===== src/crc_engine_consts.svh =====
// Constants for the programmable CRC-16 engine: offsets, fields, resets, queue depth
`ifndef CRC_ENGINE_CONSTS_SVH
`define CRC_ENGINE_CONSTS_SVH
`define CRC_ADDR_DATA_IN      8'hb9
`define CRC_ADDR_RESULT_LOW   8'hba
`define CRC_ADDR_RESULT_HIGH  8'hbb
`define CRC_ADDR_POLY_LOW     8'hbc
`define CRC_ADDR_POLY_HIGH    8'hbd
`define CRC_ADDR_CONTROL      8'hbe
`define CRC_BIT_SEED          0
`define CRC_BIT_COMPLEMENT    1
`define CRC_BIT_REVERSE       2
`define CRC_BIT_DMA           3
`define CRC_BIT_CLEAR         7
`define CRC_CTRL_RW_MASK      8'h0f
`define CRC_RESET_BYTE        8'h00
`define CRC_SEED_ZEROS        16'h0000
`define CRC_SEED_ONES         16'hffff
`define CRC_FIFO_DEPTH        16
`endif


===== src/crc_engine_pkg.sv =====
// Types for the programmable CRC-16 engine
package crc_engine_pkg;
	// Byte engine sequencer states, one-hot
	typedef enum logic [1:0] {
		ST_IDLE = 2'b01,
		ST_CALC = 2'b10
	} engine_state_type;
endpackage : crc_engine_pkg


===== src/crc_byte_fifo.sv =====
// Parameterised FIFO holding bytes on their way to the CRC engine
`timescale 1ns/1ps
module crc_byte_fifo #(
	parameter int WIDTH = 8,
	parameter int DEPTH = 16
) (
	input  wire logic             clk_sys_i,
	input  wire logic             rst_i,
	input  wire logic             in_valid_i,
	output      logic             in_ready_o,
	input  wire logic [WIDTH-1:0] in_data_i,
	output      logic             out_valid_o,
	input  wire logic             out_ready_i,
	output      logic [WIDTH-1:0] out_data_o,
	input  wire logic             flush_i
);
	localparam int AW = $clog2(DEPTH);
	logic [WIDTH-1:0] mem [DEPTH];  // Storage array
	logic [AW-1:0]    wr_ptr_reg;   // Write index
	logic [AW-1:0]    rd_ptr_reg;   // Read index
	logic [AW:0]      count_reg;    // Words held
	wire              push;         // Word accepted
	wire              pop;          // Word drained
	assign in_ready_o  = (count_reg != (AW+1)'(DEPTH));
	assign out_valid_o = (count_reg != '0);
	assign push        = in_valid_i && in_ready_o && !flush_i;
	assign pop         = out_valid_o && out_ready_i && !flush_i;
	assign out_data_o  = mem[rd_ptr_reg];
	// Store accepted words
	always_ff @(posedge clk_sys_i) begin
		if (push) begin
			mem[wr_ptr_reg] <= in_data_i;
		end
	end
	// Pointers and occupancy; a flush empties the queue
	always_ff @(posedge clk_sys_i or posedge rst_i) begin
		if (rst_i) begin
			wr_ptr_reg <= '0;
			rd_ptr_reg <= '0;
			count_reg  <= '0;
		end else if (flush_i) begin
			wr_ptr_reg <= '0;
			rd_ptr_reg <= '0;
			count_reg  <= '0;
		end else begin
			if (push) begin
				wr_ptr_reg <= (wr_ptr_reg == AW'(DEPTH-1)) ? '0 : wr_ptr_reg + 1'b1;
			end
			if (pop) begin
				rd_ptr_reg <= (rd_ptr_reg == AW'(DEPTH-1)) ? '0 : rd_ptr_reg + 1'b1;
			end
			count_reg <= count_reg + (AW+1)'(push) - (AW+1)'(pop);
		end
	end
endmodule : crc_byte_fifo


===== src/crc_byte_step.sv =====
// Combinational one-byte step of the programmable CRC-16 shifter
`timescale 1ns/1ps
module crc_byte_step (
	input  wire logic [15:0] crc_i,
	input  wire logic [15:0] poly_i,
	input  wire logic [7:0]  data_i,
	output      logic [15:0] crc_o
);
	logic [15:0] stage [9];  // Value after each bit
	assign stage[0] = crc_i;
	// Shift each data bit in MSB first, x16 implicit
	genvar b;
	generate
		for (b = 0; b < 8; b++) begin : g_bit
			wire fb = stage[b][15] ^ data_i[7-b];
			assign stage[b+1] = {stage[b][14:0], 1'b0} ^ (fb ? poly_i : 16'h0000);
		end
	endgenerate
	assign crc_o = stage[8];
endmodule : crc_byte_step


===== src/programmable_crc16_engine.sv =====
// Top of the programmable CRC-16 engine with register port and DMA feed
`timescale 1ns/1ps
`include "crc_engine_consts.svh"
module programmable_crc16_engine #(
	parameter int FIFO_DEPTH = `CRC_FIFO_DEPTH
) (
	input  wire logic       clk_sys_i,
	input  wire logic       rst_i,
	input  wire logic [7:0] reg_addr_i,
	input  wire logic       reg_wr_i,
	input  wire logic       reg_rd_i,
	input  wire logic [7:0] reg_wdata_i,
	output      logic [7:0] reg_rdata_o,
	output      logic       dma_req_o,
	input  wire logic       dma_wr_i,
	input  wire logic [7:0] dma_wdata_i,
	output      logic       busy_o
);
	// Register state
	logic [15:0] result_reg;     // Running CRC
	logic [7:0]  poly_low_reg;   // Polynomial low byte
	logic [7:0]  poly_high_reg;  // Polynomial high byte
	logic [3:0]  control_reg;    // Seed, complement, reverse, DMA
	logic [7:0]  data_in_reg;    // Last byte written
	logic [7:0]  rdata_reg;      // Read data
	logic [7:0]  byte_reg;       // Byte in the shifter
	crc_engine_pkg::engine_state_type state_reg;
	crc_engine_pkg::engine_state_type state_next;

	// Address decode
	wire sel_data  = (reg_addr_i == `CRC_ADDR_DATA_IN);
	wire sel_rlow  = (reg_addr_i == `CRC_ADDR_RESULT_LOW);
	wire sel_rhigh = (reg_addr_i == `CRC_ADDR_RESULT_HIGH);
	wire sel_plow  = (reg_addr_i == `CRC_ADDR_POLY_LOW);
	wire sel_phigh = (reg_addr_i == `CRC_ADDR_POLY_HIGH);
	wire sel_ctrl  = (reg_addr_i == `CRC_ADDR_CONTROL);

	// Control fields
	wire dma_mode   = control_reg[`CRC_BIT_DMA];
	wire seed_ones  = control_reg[`CRC_BIT_SEED];
	wire opt_rev    = control_reg[`CRC_BIT_REVERSE];
	wire opt_inv    = control_reg[`CRC_BIT_COMPLEMENT];
	wire ctrl_wr    = reg_wr_i && sel_ctrl;
	// Only the stored control bits survive; clear and reserved bits drop
	wire [7:0] ctrl_keep = reg_wdata_i & `CRC_CTRL_RW_MASK;
	// Clear is a strobe, never stored, so it reads zero afterwards
	wire clear_hit  = ctrl_wr && reg_wdata_i[`CRC_BIT_CLEAR];
	// Seed taken from the value in this same write, else the stored bit
	wire seed_now   = ctrl_wr ? reg_wdata_i[`CRC_BIT_SEED] : seed_ones;
	wire [15:0] seed_val = seed_now ? `CRC_SEED_ONES : `CRC_SEED_ZEROS;

	// Byte source: CPU writes, or DMA writes while in DMA mode
	wire cpu_byte   = reg_wr_i && sel_data;
	wire dma_byte   = dma_wr_i && dma_mode;
	wire push_valid = cpu_byte || dma_byte;
	// A DMA byte and a CPU byte in one cycle: the DMA byte wins and the
	// CPU byte is lost, as the queue takes one word per edge
	wire [7:0] push_data = dma_byte ? dma_wdata_i : reg_wdata_i;
	wire fifo_in_ready;
	wire fifo_out_valid;
	wire [7:0] fifo_out_data;
	wire take_byte  = fifo_out_valid && (state_reg == crc_engine_pkg::ST_IDLE) && !clear_hit;

	// Queue between writers and the shifter; a clear drops pending bytes
	crc_byte_fifo #(
		.WIDTH(8),
		.DEPTH(FIFO_DEPTH)
	) u_fifo (
		.clk_sys_i  (clk_sys_i),
		.rst_i      (rst_i),
		.in_valid_i (push_valid),
		.in_ready_o (fifo_in_ready),
		.in_data_i  (push_data),
		.out_valid_o(fifo_out_valid),
		.out_ready_i(take_byte),
		.out_data_o (fifo_out_data),
		.flush_i    (clear_hit)
	);

	// Request a byte only while DMA mode is on and the queue has room
	assign dma_req_o = dma_mode && fifo_in_ready && !clear_hit;
	assign busy_o    = fifo_out_valid || (state_reg == crc_engine_pkg::ST_CALC);

	// One byte step through the polynomial
	wire [15:0] poly_val = {poly_high_reg, poly_low_reg};
	wire [15:0] step_crc;
	crc_byte_step u_step (
		.crc_i (result_reg),
		.poly_i(poly_val),
		.data_i(byte_reg),
		.crc_o (step_crc)
	);

	// Sequencer: take a byte, then finish it before the next
	always_comb begin
		state_next = state_reg;
		unique case (state_reg)
			crc_engine_pkg::ST_IDLE: begin
				if (take_byte) begin
					state_next = crc_engine_pkg::ST_CALC;
				end
			end
			crc_engine_pkg::ST_CALC: begin
				state_next = crc_engine_pkg::ST_IDLE;
			end
			default: begin
				state_next = crc_engine_pkg::ST_IDLE;
			end
		endcase
		if (clear_hit) begin
			state_next = crc_engine_pkg::ST_IDLE;
		end
	end

	// Result views: bit reversal then complement
	wire [15:0] rev_view;
	genvar i;
	generate
		for (i = 0; i < 16; i++) begin : g_rev
			assign rev_view[i] = result_reg[15-i];
		end
	endgenerate
	wire [15:0] view_a = opt_rev ? rev_view : result_reg;
	wire [15:0] view   = opt_inv ? ~view_a : view_a;

	// Read multiplexer; reserved control bits read zero
	wire [7:0] rd_mux =
		sel_data  ? data_in_reg :
		sel_rlow  ? view[7:0] :
		sel_rhigh ? view[15:8] :
		sel_plow  ? poly_low_reg :
		sel_phigh ? poly_high_reg :
		sel_ctrl  ? {4'h0, control_reg} : `CRC_RESET_BYTE;

	// Sequencer state register
	always_ff @(posedge clk_sys_i or posedge rst_i) begin
		if (rst_i) begin
			state_reg <= crc_engine_pkg::ST_IDLE;
		end else begin
			state_reg <= state_next;
		end
	end

	// CRC result: clear reloads seed, else update after each byte
	always_ff @(posedge clk_sys_i or posedge rst_i) begin
		if (rst_i) begin
			result_reg <= `CRC_SEED_ZEROS;
			byte_reg   <= `CRC_RESET_BYTE;
		end else if (clear_hit) begin
			result_reg <= seed_val;
		end else begin
			if (take_byte) begin
				byte_reg <= fifo_out_data;
			end
			if (state_reg == crc_engine_pkg::ST_CALC) begin
				result_reg <= step_crc;
			end
		end
	end

	// Software registers
	always_ff @(posedge clk_sys_i or posedge rst_i) begin
		if (rst_i) begin
			poly_low_reg  <= `CRC_RESET_BYTE;
			poly_high_reg <= `CRC_RESET_BYTE;
			control_reg   <= 4'h0;
			data_in_reg   <= `CRC_RESET_BYTE;
		end else begin
			if (reg_wr_i && sel_plow) begin
				poly_low_reg <= reg_wdata_i;
			end
			if (reg_wr_i && sel_phigh) begin
				poly_high_reg <= reg_wdata_i;
			end
			if (ctrl_wr) begin
				control_reg <= ctrl_keep[3:0];
			end
			if (push_valid && fifo_in_ready) begin
				data_in_reg <= push_data;
			end
		end
	end

	// Registered read data
	always_ff @(posedge clk_sys_i or posedge rst_i) begin
		if (rst_i) begin
			rdata_reg <= `CRC_RESET_BYTE;
		end else if (reg_rd_i) begin
			rdata_reg <= rd_mux;
		end
	end
	assign reg_rdata_o = rdata_reg;

	// Mirror of the result, written out bit by bit for the view checks
	wire [15:0] result_mirror = {
		result_reg[0],  result_reg[1],  result_reg[2],  result_reg[3],
		result_reg[4],  result_reg[5],  result_reg[6],  result_reg[7],
		result_reg[8],  result_reg[9],  result_reg[10], result_reg[11],
		result_reg[12], result_reg[13], result_reg[14], result_reg[15]};

	// Checks on the logic above; all run on the system clock and are held
	// off while reset is asserted, so reset values never trip them; each
	// one names the behaviour it guards
	// Clear loads the seed on the next edge
	a_clear_loads_seed: assert property (@(posedge clk_sys_i) disable iff (rst_i)
		clear_hit |=> result_reg == $past(seed_val))
		else $error("clear did not load seed");

	// Clear empties the queue and parks the sequencer
	a_clear_flushes: assert property (@(posedge clk_sys_i) disable iff (rst_i)
		clear_hit |=> !fifo_out_valid && state_reg == crc_engine_pkg::ST_IDLE)
		else $error("clear left work pending");

	// Clear bit never reads back as one
	a_clear_self_zero: assert property (@(posedge clk_sys_i) disable iff (rst_i)
		(reg_rd_i && sel_ctrl) |=> !reg_rdata_o[7])
		else $error("clear bit read back set");

	// Seed ones gives all ones
	a_seed_polarity: assert property (@(posedge clk_sys_i) disable iff (rst_i)
		(clear_hit && reg_wdata_i[`CRC_BIT_SEED]) |=> result_reg == `CRC_SEED_ONES)
		else $error("seed polarity wrong");

	// Seed zero gives all zeros
	a_seed_zero: assert property (@(posedge clk_sys_i) disable iff (rst_i)
		(clear_hit && !reg_wdata_i[`CRC_BIT_SEED]) |=> result_reg == `CRC_SEED_ZEROS)
		else $error("zero seed wrong");

	// No DMA request outside DMA mode
	a_dma_req_mode: assert property (@(posedge clk_sys_i) disable iff (rst_i)
		dma_req_o |-> control_reg[3] && fifo_in_ready)
		else $error("DMA request outside DMA mode");

	// Control write stores the four mode bits
	a_ctrl_write: assert property (@(posedge clk_sys_i) disable iff (rst_i)
		ctrl_wr |=> control_reg == $past(reg_wdata_i[3:0]))
		else $error("control write not stored");

	// Reversed view is mirror of result
	a_reverse_view: assert property (@(posedge clk_sys_i) disable iff (rst_i)
		(opt_rev && !opt_inv) |-> view == result_mirror)
		else $error("reverse view wrong");

	// Complement view
	a_complement_view: assert property (@(posedge clk_sys_i) disable iff (rst_i)
		(opt_inv && !opt_rev) |-> view == ~result_reg)
		else $error("complement view wrong");

	// Both options: mirror, then complement
	a_both_views: assert property (@(posedge clk_sys_i) disable iff (rst_i)
		(opt_rev && opt_inv) |-> view == ~result_mirror)
		else $error("combined view wrong");

	// A taken byte updates result two edges later
	a_byte_update: assert property (@(posedge clk_sys_i) disable iff (rst_i)
		(take_byte && !clear_hit) ##1 !clear_hit |=> result_reg == $past(step_crc))
		else $error("byte not applied");

	// A queued byte is taken within two edges
	a_take_in_time: assert property (@(posedge clk_sys_i) disable iff (rst_i)
		fifo_out_valid |-> ##[0:2] (take_byte || clear_hit))
		else $error("queued byte stalled");

	// Data input register captures a CPU byte the queue accepts with no DMA byte
	a_data_in_capture: assert property (@(posedge clk_sys_i) disable iff (rst_i)
		(cpu_byte && !dma_byte && fifo_in_ready) |=> data_in_reg == $past(reg_wdata_i))
		else $error("data input not captured");

	// DMA strobes outside DMA mode queue nothing
	a_dma_ignored: assert property (@(posedge clk_sys_i) disable iff (rst_i)
		(dma_wr_i && !dma_mode && !cpu_byte) |-> !push_valid)
		else $error("DMA byte taken outside DMA mode");

	// Polynomial low byte write
	a_poly_low_write: assert property (@(posedge clk_sys_i) disable iff (rst_i)
		(reg_wr_i && sel_plow) |=> poly_low_reg == $past(reg_wdata_i))
		else $error("poly low not stored");

	// Polynomial high byte write
	a_poly_high_write: assert property (@(posedge clk_sys_i) disable iff (rst_i)
		(reg_wr_i && sel_phigh) |=> poly_high_reg == $past(reg_wdata_i))
		else $error("poly high not stored");

	// Polynomial high byte reads back
	a_poly_readback: assert property (@(posedge clk_sys_i) disable iff (rst_i)
		(reg_rd_i && sel_phigh) |=> reg_rdata_o == $past(poly_high_reg))
		else $error("poly high read wrong");

	// Result only moves on a byte step or a clear
	a_result_stands: assert property (@(posedge clk_sys_i) disable iff (rst_i)
		(state_reg != crc_engine_pkg::ST_CALC && !clear_hit) |=> $stable(result_reg))
		else $error("result moved without cause");

	// Plain read of the result low byte
	a_read_low_plain: assert property (@(posedge clk_sys_i) disable iff (rst_i)
		(reg_rd_i && sel_rlow && !opt_rev && !opt_inv) |=> reg_rdata_o == $past(result_reg[7:0]))
		else $error("result low read wrong");

	// Plain read of the result high byte
	a_read_high_plain: assert property (@(posedge clk_sys_i) disable iff (rst_i)
		(reg_rd_i && sel_rhigh && !opt_rev && !opt_inv) |=> reg_rdata_o == $past(result_reg[15:8]))
		else $error("result high read wrong");

	// Read data holds between reads
	a_read_holds: assert property (@(posedge clk_sys_i) disable iff (rst_i)
		!reg_rd_i |=> $stable(reg_rdata_o))
		else $error("read data changed without read");

	// Reserved control bits read zero
	a_reserved_zero: assert property (@(posedge clk_sys_i) disable iff (rst_i)
		(reg_rd_i && sel_ctrl) |=> reg_rdata_o[6:4] == 3'b000)
		else $error("reserved bits nonzero");

	// Stored control bits read back
	a_ctrl_readback: assert property (@(posedge clk_sys_i) disable iff (rst_i)
		(reg_rd_i && sel_ctrl) |=> reg_rdata_o[3:0] == $past(control_reg))
		else $error("control read wrong");

	// A byte step lasts exactly one cycle
	a_calc_one_cycle: assert property (@(posedge clk_sys_i) disable iff (rst_i)
		(state_reg == crc_engine_pkg::ST_CALC) |=> state_reg == crc_engine_pkg::ST_IDLE)
		else $error("byte step overran");

	// One byte at a time through the shifter
	a_one_byte_busy: assert property (@(posedge clk_sys_i) disable iff (rst_i)
		(state_reg == crc_engine_pkg::ST_CALC) |-> !take_byte)
		else $error("byte taken while busy");

	// Sequencer state stays one-hot
	a_state_onehot: assert property (@(posedge clk_sys_i) disable iff (rst_i)
		$onehot(state_reg))
		else $error("sequencer state not one-hot");

	// No request while the queue is full
	a_full_no_req: assert property (@(posedge clk_sys_i) disable iff (rst_i)
		!fifo_in_ready |-> !dma_req_o)
		else $error("DMA request with full queue");
endmodule : programmable_crc16_engine


===== config.mk =====
export PLATFORM = sky130hd
export DESIGN_NAME = programmable_crc16_engine
export DESIGN_NICKNAME = d
export VERILOG_FILES = /design/src/crc_engine_pkg.sv /design/src/crc_byte_fifo.sv /design/src/crc_byte_step.sv /design/src/programmable_crc16_engine.sv
export VERILOG_INCLUDE_DIRS = /design/src
export SDC_FILE = /design/constraint.sdc
export NUM_CORES = 1
export LEC_CHECK = 0
export BUFFER_PORTS_ARGS = -buffer_cell sky130_fd_sc_hd__buf_2
export CORE_MARGIN = 5
export CORE_UTILIZATION = 45
export CTS_CLUSTER_SIZE = 14
export DETAILED_ROUTE_END_ITERATION = 12
export GPL_TIMING_DRIVEN = 1
export PLACE_DENSITY = 0.64
export SLEW_MARGIN = 20
export SYNTH_ARGS = -nofsm -noshare
export SYNTH_HDL_FRONTEND = slang
export SYNTH_SLANG_ARGS = --single-unit

===== constraint.sdc =====
create_clock -name clk_sys_i -period 4.6 [get_ports clk_sys_i]
set_input_delay 0.69 -clock clk_sys_i [delete_from_list [all_inputs] [get_ports clk_sys_i]]
set_output_delay 0.69 -clock clk_sys_i [all_outputs]
set_load 0.02 [all_outputs]

### Word level (Yosys, flattened, before mapping)

Memories as Yosys holds them, arrays and structs flattened. A register that Yosys moved wholly into a read port is not among the register bits.
Index checks and enable logic that the tools add are counted.

| word-level totals | value |
|---|---|
| memories kept | 1 |
| logic and storage cells | 100 |
| register bits after elaboration | 67 |
| RAM bits | 128 |
| output and inout bits | 10 |

Memory list:

| memory | words | bits a word | read ports | clocked after memory_dff | write ports | RTL line | text |
|---|---|---|---|---|---|---|---|
| u_fifo.mem | 16 | 8 | 1 | 1 | 1 | crc_byte_fifo.sv:18 | `logic [WIDTH-1:0] mem [DEPTH];` |

| cells by class | value |
|---|---|
| add/subtract/negate cells | 4 |
| reductions and logical operators | 22 |
| equality and inequality tests | 12 |
| mux-type cells | 33 |
| bitwise gates (word level) | 18 |

Operators with widths:

| cell | number |
|---|---|
| 16-bit 2-to-1 mux | 13 |
| 16-bit bitwise XOR | 8 |
| 8-bit equality test (second input constant) | 6 |
| 8-bit 2-to-1 mux | 6 |
| 4-bit 2-to-1 mux | 7 |
| 16-bit inverter | 1 |
| 1-bit logical AND | 14 |
| 4-bit by 1-bit adder with 4-bit output (second input constant) | 2 |
| 4-bit equality test (second input constant) | 2 |
| 1-bit bitwise XOR | 8 |
| 2-bit 2-to-1 mux | 3 |
| 2-bit nonzero test | 3 |
| 5-bit by 1-bit adder with 5-bit output | 1 |
| 5-bit 2-to-1 mux | 1 |
| 5-bit inequality test (second input constant) | 1 |
| 5-bit nonzero test | 1 |
| 5-bit by 1-bit subtractor with 5-bit output | 1 |
| 1-bit 2-to-1 mux | 3 |
| 3-bit by 1-bit inequality test with 1-bit output (second input constant) | 1 |
| 2-bit by 1-bit equality test with 1-bit output (second input constant) | 1 |
| 2-bit equality test (second input constant) | 1 |
| 1-bit logical OR | 2 |
| 2-bit AND reduction | 1 |
| 1-bit zero test | 1 |
| 1-bit inverter | 1 |

### Logic depth before layout (Yosys ltp)

Gate-level depths: netlist (run 1).

| logic depth | value |
|---|---|
| depth after elaboration | 26 |
| gate-level depth with buffers | 16 |
| depth with buffers taken out | 15 |

### Hierarchy

Synthesis (run 1) repeated with hierarchy kept, for this count alone.

| unflattened totals | value |
|---|---|
| cells, all modules | 972 |
| area, all modules | 11,771.3 µm² |

By module, submodules not included:

| module | times used | cells an instance | area each (µm²) |
|---|---|---|---|
| crc_byte_fifo | 1 | 337 | 5,819.3 |
| programmable_crc16_engine | 1 | 271 | 3,340.7 |
| crc_byte_step | 1 | 364 | 2,611.3 |

### Worst setup path after synthesis (run 1)

No wires, ideal clock.

| path | value |
|---|---|
| path kind | flip-flop to flip-flop |
| start | reg byte_reg[7], read port of u_fifo.mem |
| end | reg result_reg[1] |
| data required time | 4,523 ps |
| clock period less this slack | 3,470 ps |
| slack | 1,130 ps |
| stages on the path, launching flop included | 14 |
| arrival time | 3,393 ps |
| setup time | 77 ps |
| cell sequence | dfrtp_1 -> xnor2_4 -> xnor2_4 -> and3_1 -> or4_4 -> nand3_2 -> xnor3_1 -> xnor2_2 -> a311o_1 -> nand3_1 -> buf_2 -> nand4_1 -> a31o_1 -> a21oi_1 |

| between the ends | value |
|---|---|
| cells in the longest elaborated chain, start to end | 26 |

Ends and longest elaborated chain:

| element | RTL line | text |
|---|---|---|
| start: declaration | programmable_crc16_engine.sv:26 | `logic [7:0] byte_reg;` |
| 1-bit bitwise XOR * | crc_byte_step.sv:15 | `wire fb = stage[b][15] ^ data_i[7-b];` |
| 16-bit 2-to-1 mux * | crc_byte_step.sv:16 | `assign stage[b+1] = {stage[b][14:0], 1'b0} ^ (fb ? poly_i : 16'h0000);` |
| 16-bit bitwise XOR * | crc_byte_step.sv:16 |  |
| 1-bit bitwise XOR | crc_byte_step.sv:15 |  |
| 16-bit 2-to-1 mux | crc_byte_step.sv:16 |  |
| 16-bit bitwise XOR * | crc_byte_step.sv:16 |  |
| 1-bit bitwise XOR | crc_byte_step.sv:15 |  |
| 16-bit 2-to-1 mux | crc_byte_step.sv:16 |  |
| [10 not listed] | n/a |  |
| 1-bit bitwise XOR | crc_byte_step.sv:15 |  |
| 16-bit 2-to-1 mux | crc_byte_step.sv:16 |  |
| 16-bit bitwise XOR * | crc_byte_step.sv:16 |  |
| 1-bit bitwise XOR | crc_byte_step.sv:15 |  |
| 16-bit 2-to-1 mux | crc_byte_step.sv:16 |  |
| 16-bit bitwise XOR * | crc_byte_step.sv:16 |  |
| 16-bit 2-to-1 mux * | programmable_crc16_engine.sv:155 | `if (state_reg == crc_engine_pkg::ST_CALC) begin` |
| 16-bit 2-to-1 mux * | programmable_crc16_engine.sv:149 | `end else if (clear_hit) begin` |
| end signal: assignment | programmable_crc16_engine.sv:147 | `` result_reg <= `CRC_SEED_ZEROS; `` |
| end signal: assignment | programmable_crc16_engine.sv:150 | `result_reg <= seed_val;` |
| end signal: assignment | programmable_crc16_engine.sv:156 | `result_reg <= step_crc;` |
| end: declaration | programmable_crc16_engine.sv:20 | `logic [15:0] result_reg;` |

Every way passes the cells marked *; elsewhere a longest branch is shown, timed or not. The select of a mux whose other input is x is not followed.
A chain may end at the register's enable or synchronous reset.

### Worst setup path after layout (run 1)

| path | value |
|---|---|
| start | reg result_reg[15] |
| end | reg result_reg[15] |

| between the ends | value |
|---|---|
| cells in the longest elaborated chain, start to end | 26 |

Ends and longest elaborated chain:

| element | RTL line |
|---|---|
| 1-bit bitwise XOR * | crc_byte_step.sv:15 |
| 16-bit 2-to-1 mux * | crc_byte_step.sv:16 |
| 16-bit bitwise XOR * | crc_byte_step.sv:16 |
| 1-bit bitwise XOR | crc_byte_step.sv:15 |
| 16-bit 2-to-1 mux | crc_byte_step.sv:16 |
| 16-bit bitwise XOR * | crc_byte_step.sv:16 |
| 1-bit bitwise XOR | crc_byte_step.sv:15 |
| 16-bit 2-to-1 mux | crc_byte_step.sv:16 |
| [10 not listed] | n/a |
| 1-bit bitwise XOR | crc_byte_step.sv:15 |
| 16-bit 2-to-1 mux | crc_byte_step.sv:16 |
| 16-bit bitwise XOR * | crc_byte_step.sv:16 |
| 1-bit bitwise XOR | crc_byte_step.sv:15 |
| 16-bit 2-to-1 mux | crc_byte_step.sv:16 |
| 16-bit bitwise XOR * | crc_byte_step.sv:16 |
| 16-bit 2-to-1 mux * | programmable_crc16_engine.sv:155 |
| 16-bit 2-to-1 mux * | programmable_crc16_engine.sv:149 |

Marks and branches as above.

==> PnR_summary.wiki, run 1 <==
{| class="wikitable"
! Metric !! Value
|-
| GR Util All Layers || 18.1%
|-
| Chip Width || 167 um
|-
| Worst-skew pair later-pin latency || 0.49 ns
|-
| # nets final || 954
|-
| Clock tree from TritonCTS || yes
|-
| FF/Latch Area || 5720 sq um
|-
| Fraction of registers with async set or reset after synthesis || 36.9%
|-
| Total via count in the routed design || 6927
|-
| Switch share || 37.5%
|-
| Slew Limit Fails || 0
|-
| Core footprint || 24300 sq um
|-
| Final weighted congestion of routability-driven global placement || 0.896
|-
| Initial standard-cell utilization of the core || 45.6%
|-
| Via count of the first global-routing pass || 7016
|-
| Cell at the root of the clock tree || clkbuf_16
|-
| Fraction of layout instances using a drive strength above 1 || 21.5%
|-
| Final setup vio count || 0
|-
| Placed wire-length estimate after detailed placement || 18.2 mm
|-
| Fmax || 0.253 GHz
|-
| Arrival time at the worst endpoint || 4.35 ns
|-
| Clock transition at the registers of the reported paths || 0.06 ns
|-
| Share of synthesized area occupied by flip-flops and latches || 51.6%
|-
| Mean area per synthesized cell || 12.5 sq um
|-
| Worst reg-to-reg path cell count || 12
|-
| Final Cell Area || 12200 sq um
|-
| Combinational Power Share || 43.9%
|-
| Final Instance Count excl. Fillers || 1250
|-
| Final count of hold timing violations || 0
|-
| Origin of the worst setup path || result_reg[15]
|-
| Startpoint Class || register
|-
| Crit path setup slack, layout || 0.644 ns
|-
| Max capacitance violation total || 0
|-
| Synth Register Bits || 203
|-
| Total power draw || 7100 uW
|-
| H-tree depth || 1
|-
| Relative contribution of the clock network to total power || 20.9%
|-
| Overall die height || 167 um
|-
| Endpoint of the worst-slack reg-to-reg timing path || result_reg[15]
|-
| Cell internal pwr || 4430 uW
|-
| Period minus WS final || 3.96 ns
|-
| Count of port buffers added during placement || 38
|-
| CP Max Fanout || 15
|-
| Number of fillers in the final layout || 2141
|-
| Total placed instance area || 11600 sq um
|-
| TritonCTS buffer count || 21
|-
| Power spent charging and discharging nets || 2670 uW
|-
| Setup TNS Final || 0 ns
|-
| Sinks on Clock Net || 203
|-
| Fin Clk Skew || 0.0124 ns
|-
| Resized Gates After CTS || 0
|-
| Area overhead of the layout relative to synthesis || 10.3%
|-
| Residual antenna-violating net count after detailed routing || 0
|-
| Yosys Warn Count || 0
|-
| Total instance count after detailed placement || 1214
|-
| Via-per-instance ratio || 5.54
|-
| Standby leakage power || 0.00437 uW
|-
| Die outline area || 27900 sq um
|-
| Pwr/cell area || 580 nW/um^2
|-
| Remaining routing DRC violations || 0
|-
| Seq pwr share || 35.1%
|-
| Transition time at the pin with the least slew margin || 0.912 ns
|-
| Setup slack at placement || 0.702 ns
|-
| Worst reg2reg path startpoint || result_reg[15]
|-
| Multi-input gate area in the final layout || 5060 sq um
|-
| HP Class || input pin to async pin
|-
| Number of flops mapped to enable cells by yosys || 128
|-
| Clock tree buffer depth || 3
|-
| Number of distinct standard cells referenced by the synthesized netlist || 66
|-
| Global-route wire length before repair || 40.4 mm
|-
| I/O Pins || 39
|-
| Initial antenna violation count || 0
|-
| Count of mapped cells out of synthesis || 889
|-
| Worst Path Class, Setup || register to register
|-
| Maximum number of pins on one net before global-route repair || 59
|-
| Total number of placement rows || 57
|-
| Mapped Area || 11100 sq um
|-
| Reg2Reg Setup Slack || 0.64 ns
|-
| Final wirelength || 25.4 mm
|-
| Wire length per cell after detailed routing || 20.3 um
|-
| Primary FF master, synth || edfxtp_1
|-
| Buffers inserted by post-CTS timing repair || 0
|-
| Number of DRC violations after detailed-routing iteration 0 || 553
|-
| Critical Path RT || 4.99 ns
|-
| Final worst-path cycle share || 86.0%
|-
| Outcome || complete, no violations
|-
| Sum of overflow across all layers after global routing || 0
|-
| Worst supply voltage drop on vdd || 333 uV
|-
| Endpoint kind of the worst setup timing path || register
|-
| Flip-flop count of the largest register after layout || 128
|-
| Number of diodes added for antenna fixing || 0
|-
| DR pass1 iterations || 5
|-
| Synth Net Count || 930
|-
| Max-slew headroom || 39.2%
|-
| RSZ-0062 raised after global routing || false
|-
| Number of hold-repair buffers added at the cts stage || 0
|}
-- cells in the final DEF, fill, tap and decap left out, types with 6 or more instances in the layout --
cell / Yosys / final
mux2i_1: 19 / 19
nand4_1: 6 / 6
clkbuf_1: 46 / 6
mux2_2: 42 / 42
edfxtp_1: 128 / 128
dfrtp_1: 74 / 72
ha_1: 11 / 11
mux4_2: 44 / 44
o21a_1: 6 / 6
o211ai_1: 9 / 9
buf_2: 8 / 38
inv_1: 20 / 19
buf_4: 1 / 25
and2_1: 12 / 12
nor2_1: 37 / 37
xor2_1: 25 / 25
o21ai_0: 21 / 21
a21oi_1: 35 / 35
nand3_1: 29 / 29
and3_1: 10 / 10
clkbuf_16: 0 / 21
nand2_1: 97 / 97
xnor2_1: 104 / 104
o21ai_1: 11 / 11
nor3_1: 11 / 11
-- how the worst max path moves through the flow --
stage                      to  slack, ns  cells past startpoint
6_report       result_reg[15]       0.64                     12
5_1_grt        result_reg[15]       0.26                     12
4_1_cts        result_reg[15]       0.69                     12
3_5_place_dp   result_reg[15]       0.70                     12
3_3_place_gp   result_reg[15]       0.75                     12
2_1_floorplan   result_reg[1]       1.13                     13
-- power by group through the flow --
| stage | Clock [uW] | Combinational [uW] | Sequential [uW] |
|---|---|---|---|
| final | 1490 | 3120 | 2500 |
| after global routing | 1610 | 3390 | 2530 |
| after CTS | 1520 | 3120 | 2500 |
| after detailed placement | 0 | 3090 | 2530 |
| after global placement | 0 | 3060 | 2530 |
| after floorplan | 0 | 2600 | 2300 |
-- worst max-delay path, stage by stage, from the launching register on --
cell and delay [ns]:
dfrtp_1 0.49, xnor2_4 0.24, or3_1 0.43, a2111oi_0 0.43
o21ai_1 0.12, o311a_1 0.17, xnor2_1 0.22, nand3_1 0.33
a311o_1 0.43, a21o_1 0.33, and2_1 0.25, nor4bb_1 0.13
nor4_1 0.27
-- cells by family after synthesis --
kind of cell,after synthesis,share of synthesized area (%)
and+or+nand+nor,226,9.56
DFF,203,51.6
xor gates and xnor gates,138,12.0
AOI/OAI and AO/OA,122,7.37
muxes,106,15.1
buffers and inverters,82,2.97
adders and majority gates,12,1.42
-- metrics by stage --
| stage | hold slack (ns) | util [%] |
|---|---|---|
| CTS | 0.128 | 50.3 |
| global placement | 0.462 | 47.9 |
| floorplan | 0.480 | - |
| global route | 0.141 | 50.3 |
| finish | 0.133 | 50.3 |
| detailed placement | 0.466 | 47.9 |
-- cells in the mapped netlist (8+ instances only) --
master / count / area share, %
o211ai_1: 9 / 0.61
clkbuf_1: 46 / 1.6
ha_1: 11 / 1.2
xor2_1: 25 / 2.0
xnor2_1: 104 / 8.2
and3_1: 10 / 0.56
nand3_1: 29 / 1.3
dfrtp_1: 74 / 17
nor3_1: 11 / 0.50
o21ai_1: 11 / 0.50
mux4_2: 44 / 8.9
inv_1: 20 / 0.68
edfxtp_1: 128 / 35
buf_2: 8 / 0.36
nand2_1: 97 / 3.3
o21ai_0: 21 / 0.95
a21oi_1: 35 / 1.6
and2_1: 12 / 0.68
mux2i_1: 19 / 1.7
mux2_2: 42 / 4.3
nor2_1: 37 / 1.3
-- metal layers --
layer | global-route usage (%) | share of wire [%] | wire (um)
met5 | 0 | 0 | 0
met4 | 3.98 | 1.8 | 456
met3 | 2.30 | 4.3 | 1080
met2 | 31.2 | 51 | 12800
met1 | 24.7 | 43 | 11000
-- cell type report --
type,instances,share of cell area [%]
multi-input cells,604,41.4
flip-flops and latches,203,46.8
clock inverters,9,0.348
repair buffers,63,3.09
inverters,20,0.624
well taps,324,3.31
clock buffers,27,4.48
Note: power is estimated with default switching activity, not from simulation.
==> run 2, diff against run 1 <==
==> constraint.sdc (replaced) <==
create_clock -name clk_sys_i -period 4.6 [get_ports clk_sys_i]
set_input_delay 0 -clock clk_sys_i [delete_from_list [all_inputs] [get_ports clk_sys_i]]
set_output_delay 0 -clock clk_sys_i [all_outputs]
set_load 0.02 [all_outputs]
==> PnR_summary.wiki, run 2 (same netlist as run 1, synthesis figures left out) <==
{| class="wikitable"
! Metric !! Value
|-
| Final weighted congestion of routability-driven global placement || 0.883
|-
| Overall die height || 167 um
|-
| TritonCTS buffer count || 21
|-
| Number of diodes added for antenna fixing || 0
|-
| # nets final || 961
|-
| Slowest cell delay on critical path || 0.52 ns
|-
| Initial antenna violation count || 0
|-
| Finished Core Util || 51.1%
|-
| Flip-flop count of the largest register after layout || 128
|-
| Number of DRC violations after detailed-routing iteration 0 || 456
|-
| Cell-by-cell trace of the critical path || xnor2_4 > xnor2_4 > and3_1 > or4_4 > nand3_2 > xnor3_1 > xnor2_2 > a311o_1 > nand3_1 > and2_1 > nor4bb_1 > nor4_1
|-
| Standby leakage power || 0.00444 uW
|-
| Seq pwr share || 33.2%
|-
| Relative contribution of the clock network to total power || 23.1%
|-
| Die outline area || 27900 sq um
|-
| GR Util All Layers || 18.4%
|-
| Clock tree from TritonCTS || yes
|-
| Final wirelength || 25.8 mm
|-
| H-tree depth || 1
|-
| Startpoint Class || register
|-
| Pwr/cell area || 588 nW/um^2
|-
| Residual antenna-violating net count after detailed routing || 0
|-
| Via count of the first global-routing pass || 7156
|-
| Sinks on Clock Net || 203
|-
| Most Frequent Cell on Critical Path || xnor2_4
|-
| Final count of hold timing violations || 0
|-
| Total number of placement rows || 57
|-
| Number of fillers in the final layout || 2097
|-
| Worst Path Class, Setup || register to register
|-
| Final Instance Count excl. Fillers || 1259
|-
| Arrival time at the worst endpoint || 4.36 ns
|-
| Maximum number of pins on one net before global-route repair || 39
|-
| Commonest non-fill, non-tap cells in the layout || edfxtp_1, xnor2_1, nand2_1
|-
| Slew Limit Fails || 0
|-
| Power spent charging and discharging nets || 2690 uW
|-
| Endpoint kind of the worst setup timing path || register
|-
| Fmax || 0.252 GHz
|-
| Worst reg2reg path startpoint || result_reg[15]
|-
| Setup TNS Final || 0 ns
|-
| Worst-skew pair later-pin latency || 0.50 ns
|-
| Cell at the root of the clock tree || clkbuf_16
|-
| Outcome || complete, no violations
|-
| Most common cell after layout, fill and taps aside || edfxtp_1
|-
| Hold path startpoint || reg_wr_i
|-
| Resized Gates After CTS || 0
|-
| Fraction of layout instances using a drive strength above 1 || 21.3%
|-
| Remaining routing DRC violations || 0
|-
| CP top delay family || simple AND/OR/NAND/NOR gates
|-
| Initial standard-cell utilization of the core || 45.6%
|-
| Worst supply voltage drop on vdd || 343 uV
|-
| Origin of the worst setup path || result_reg[15]
|-
| CP Max Fanout || 15
|-
| Max-slew headroom || 47.9%
|-
| Total instance count after detailed placement || 1211
|-
| RSZ-0062 raised after global routing || false
|-
| Chip Width || 167 um
|-
| Total power draw || 7310 uW
|-
| Clock tree buffer depth || 3
|-
| I/O Pins || 39
|-
| Placed wire-length estimate after detailed placement || 18.3 mm
|-
| Combinational Power Share || 43.7%
|-
| Core footprint || 24300 sq um
|-
| Max capacitance violation total || 0
|-
| Bufs and invs on worst path || 0
|-
| Period minus WS final || 3.96 ns
|-
| Sum of overflow across all layers after global routing || 0
|-
| Count of port buffers added during placement || 38
|-
| Critical Path RT || 5.00 ns
|-
| Final setup vio count || 0
|-
| Cell at the slowest stage of the critical path || or4_4
|-
| Total via count in the routed design || 6996
|-
| Clock transition at the registers of the reported paths || 0.06 ns
|-
| Global-route wire length before repair || 41.1 mm
|-
| HP Class || input pin to register
|-
| Area overhead of the layout relative to synthesis || 12.1%
|-
| Switch share || 36.8%
|-
| Fin Clk Skew || 0.0190 ns
|-
| DR pass1 iterations || 5
|-
| Transition time at the pin with the least slew margin || 0.778 ns
|-
| Via-per-instance ratio || 5.56
|-
| Cell internal pwr || 4610 uW
|-
| Wire length per cell after detailed routing || 20.5 um
|-
| Final worst-path cycle share || 86.2%
|}
run 2: cell count changes in the layout (fill, tap and decap cells not counted), sizes merged:
cell,before,now
inv,19,21
bufinv,0,3
clkinv,9,5
clkbuf,27,28
dlygate4sd3,0,10
buf,63,60
run 2: timing repair:
item | in CTS | in global routing
hold endpoints to repair | 67 | 0
setup buffers | 0 | 0
hold buffers | 10 | 0
run 2: final timing paths:
kind | slack, ns | endpoint | depth (start not counted)
setup / recovery | 0.64 | result_reg[15] | 12
hold / removal | 0.05 | result_reg[1] | 4
setup reg to reg | 0.64 | result_reg[15] | 12
hold reg to reg | 0.49 | reg_rdata_o[6] | 1
max in group asynchronous | 3.50 | u_fifo.rd_ptr_reg[0] | 4
min in group asynchronous | 0.12 | u_fifo.count_reg[3] | 3
run 2: power groups by stage:
stage / logic [uW] / clock network [uW] / registers [uW]
after floorplan: 2600 / 0 / 2300
after global routing: 3480 / 1810 / 2460
after global placement: 3130 / 0 / 2450
final: 3190 / 1690 / 2420
after detailed placement: 3160 / 0 / 2460
after CTS: 3200 / 1730 / 2420
run 2: worst register-to-register path, delay by kind of cell (launching register included):
family / cells / cell delay (ns)
AOI/OAI and AO/OA: 1 / 0.18
and+or+nand+nor: 7 / 1.97
DFF: 1 / 0.49
xor gates and xnor gates: 4 / 1.22
run 2: final cells by class:
cell class	count	area [sq um]	share of cell area, %
Tap cell	324	405	3.26
Clock inverter	10	134	1.08
Multi-Input combinational cell	604	5090	40.9
Clock buffer	28	552	4.44
Inverter	20	76.3	0.614
Sequential cell	203	5720	46.0
Timing Repair Buffer	70	455	3.66
run 2: stage by stage:
stage	cell area (sq um)	hold WS, ns	setup slack [ns]
CTS	12400	0.0373	0.652
floorplan	11100	0.151	1.13
global placement	11600	0.106	0.762
detailed placement	11600	0.110	0.669
finish	12400	0.0534	0.635
global route	12400	0.0845	0.376
run 2: routing by layer:
layer | GRT usage [%] | vias to the layer above | part of all wire (%)
met5 | 0 | - | 0
met4 | 3.91 | 0 | 1.8
met3 | 1.97 | 32 | 3.5
met2 | 32.8 | 144 | 52
met1 | 24.5 | 3517 | 43
li1 | - | 3303 | -
==> run 3, diff against run 2 <==
Settings changed: CELL_PAD_IN_SITES_DETAIL_PLACEMENT set to 0, CELL_PAD_IN_SITES_GLOBAL_PLACEMENT set to 2, CORE_UTILIZATION 45 to 44, PLACE_DENSITY 0.64 to 0.83.
==> PnR_summary.wiki, run 3 (same netlist as run 1, synthesis figures left out) <==
{| class="wikitable"
! Metric !! Value
|-
| Outcome || complete, no violations
|-
| Cell-by-cell trace of the critical path || xnor2_4 > or3_1 > a2111oi_0 > o21ai_1 > o311a_1 > xnor2_1 > nand3_1 > a311o_1 > nand3_1 > and2_1 > nor4bb_1 > nor4_1
|-
| Clock tree buffer depth || 3
|-
| CP Max Fanout || 15
|-
| Via-per-instance ratio || 5.50
|-
| Bufs and invs on worst path || 0
|-
| Residual antenna-violating net count after detailed routing || 0
|-
| Global-route wire length before repair || 42.9 mm
|-
| Clock transition at the registers of the reported paths || 0.06 ns
|-
| Placed wire-length estimate after detailed placement || 19.3 mm
|-
| Fraction of layout instances using a drive strength above 1 || 22.2%
|-
| Max-slew headroom || 35.4%
|-
| Worst Path Class, Setup || register to register
|-
| Remaining routing DRC violations || 0
|-
| Number of diodes added for antenna fixing || 0
|-
| Core footprint || 25000 sq um
|-
| Most Frequent Cell on Critical Path || nand3_1
|-
| DR pass1 iterations || 5
|-
| Slowest cell delay on critical path || 0.48 ns
|-
| Final setup vio count || 0
|-
| Total power draw || 7310 uW
|-
| Fin Clk Skew || 0.0152 ns
|-
| Transition time at the pin with the least slew margin || 0.968 ns
|-
| Number of DRC violations after detailed-routing iteration 0 || 495
|-
| RSZ-0062 raised after global routing || false
|-
| Startpoint Class || register
|-
| Most common cell after layout, fill and taps aside || edfxtp_1
|-
| Total number of placement rows || 58
|-
| Fmax || 0.239 GHz
|-
| Worst supply voltage drop on vdd || 391 uV
|-
| Area overhead of the layout relative to synthesis || 12.2%
|-
| Pwr/cell area || 587 nW/um^2
|-
| Final weighted congestion of routability-driven global placement || 0.839
|-
| TritonCTS buffer count || 22
|-
| Overall die height || 169 um
|-
| Period minus WS final || 4.19 ns
|-
| Initial standard-cell utilization of the core || 44.3%
|-
| Cell at the slowest stage of the critical path || dfrtp_1
|-
| Max capacitance violation total || 0
|-
| Sum of overflow across all layers after global routing || 0
|-
| Critical Path RT || 4.98 ns
|-
| Worst-skew pair later-pin latency || 0.51 ns
|-
| # nets final || 968
|-
| Wire length per cell after detailed routing || 21.3 um
|-
| Sinks on Clock Net || 203
|-
| Standby leakage power || 0.00447 uW
|-
| Slew Limit Fails || 0
|-
| Die outline area || 28500 sq um
|-
| Endpoint kind of the worst setup timing path || register
|-
| Count of port buffers added during placement || 38
|-
| GR Util All Layers || 19.1%
|-
| Final count of hold timing violations || 0
|-
| Flip-flop count of the largest register after layout || 128
|-
| CP top delay family || simple AND/OR/NAND/NOR gates
|-
| H-tree depth || 1
|-
| Chip Width || 169 um
|-
| I/O Pins || 39
|-
| Arrival time at the worst endpoint || 4.57 ns
|-
| Final wirelength || 27.1 mm
|-
| Number of fillers in the final layout || 2245
|-
| Clock tree from TritonCTS || yes
|-
| Final worst-path cycle share || 91.0%
|-
| Setup TNS Final || 0 ns
|-
| Resized Gates After CTS || 0
|-
| Total via count in the routed design || 7001
|-
| Commonest non-fill, non-tap cells in the layout || edfxtp_1, xnor2_1, nand2_1
|-
| Via count of the first global-routing pass || 7236
|-
| Cell at the root of the clock tree || clkbuf_16
|-
| HP Class || input pin to register
|-
| Initial antenna violation count || 0
|-
| Maximum number of pins on one net before global-route repair || 76
|}
## run 3: changes by cell type in the layout (fill, tap and decap cells not counted)
cell,delta
nor4_4,-3
inv_6,-2
nor4_1,+3
clkbuf_1,-4
clkinv_2,+5
buf_4,+6
a21oi_2,+1
clkinv_8,+2
bufinv_16,-2
a21oi_1,-1
clkinvlp_2,+2
clkbuf_16,+1
## run 3: layout make-up
cell class	count	area, sq um	share of cell area [%]
multi-input combinational	604	5050	40.5
sequential	203	5720	46.0
tap	330	413	3.32
timing repair buffer	76	500	4.02
clock inverter	15	124	0.995
inverter	20	76.3	0.613
clock buffer	25	562	4.51
## run 3: final timing paths
check                      slack, ns            from                   end  depth (start not counted)
max                             0.41  result_reg[15]        result_reg[15]                         12
max reg2reg                     0.41  result_reg[15]        result_reg[15]                         12
min                             0.06        reg_wr_i         result_reg[1]                          4
min reg2reg                     0.48  reg_rdata_o[5]        reg_rdata_o[5]                          1
min in group asynchronous       0.34           rst_i        reg_rdata_o[1]                          4
max in group asynchronous       3.60           rst_i  u_fifo.rd_ptr_reg[0]                          4
## run 3: worst min-delay path: cells and delay by family
family	cells	cell delay, ns
compound gates	1	0.08
buf+inv	2	0.33
simple gates	1	0.10
## run 3: per-stage QoR
step                cell area (sq um)  utilization [%]  setup slack, ns  hold WS (ns)  std cells
floorplan                       11100                -             1.13         0.151        889
global placement                11700             46.6            0.205         0.306       1223
detailed placement              11700             46.6            0.520         0.310       1223
CTS                             12400             49.7            0.496        0.0408       1273
global route                    12400             49.7            0.101        0.0570       1273
finish                          12400             49.7            0.412        0.0600       1273
## run 3: power breakdown
group	total (uW)	internal, uW	switching [uW]
Sequential	2450	2130	321
Clock	1650	944	711
Combinational	3200	1470	1730
## run 3: layer usage
layer | vias up | wire, um | track usage, %
met1 | 3511 | 11900 | 26.2
met4 | 0 | 498 | 4.45
li1 | 3317 | - | -
met2 | 131 | 13800 | 32.9
met5 | - | 0 | 0
met3 | 42 | 903 | 2.15
## run 3: what timing repair did
item,4_1_cts,5_1_grt
hold buffers,10,0
buffers inserted,0,0
endpoints found under the hold margin,104,0
endpoints found under the setup margin,0,0
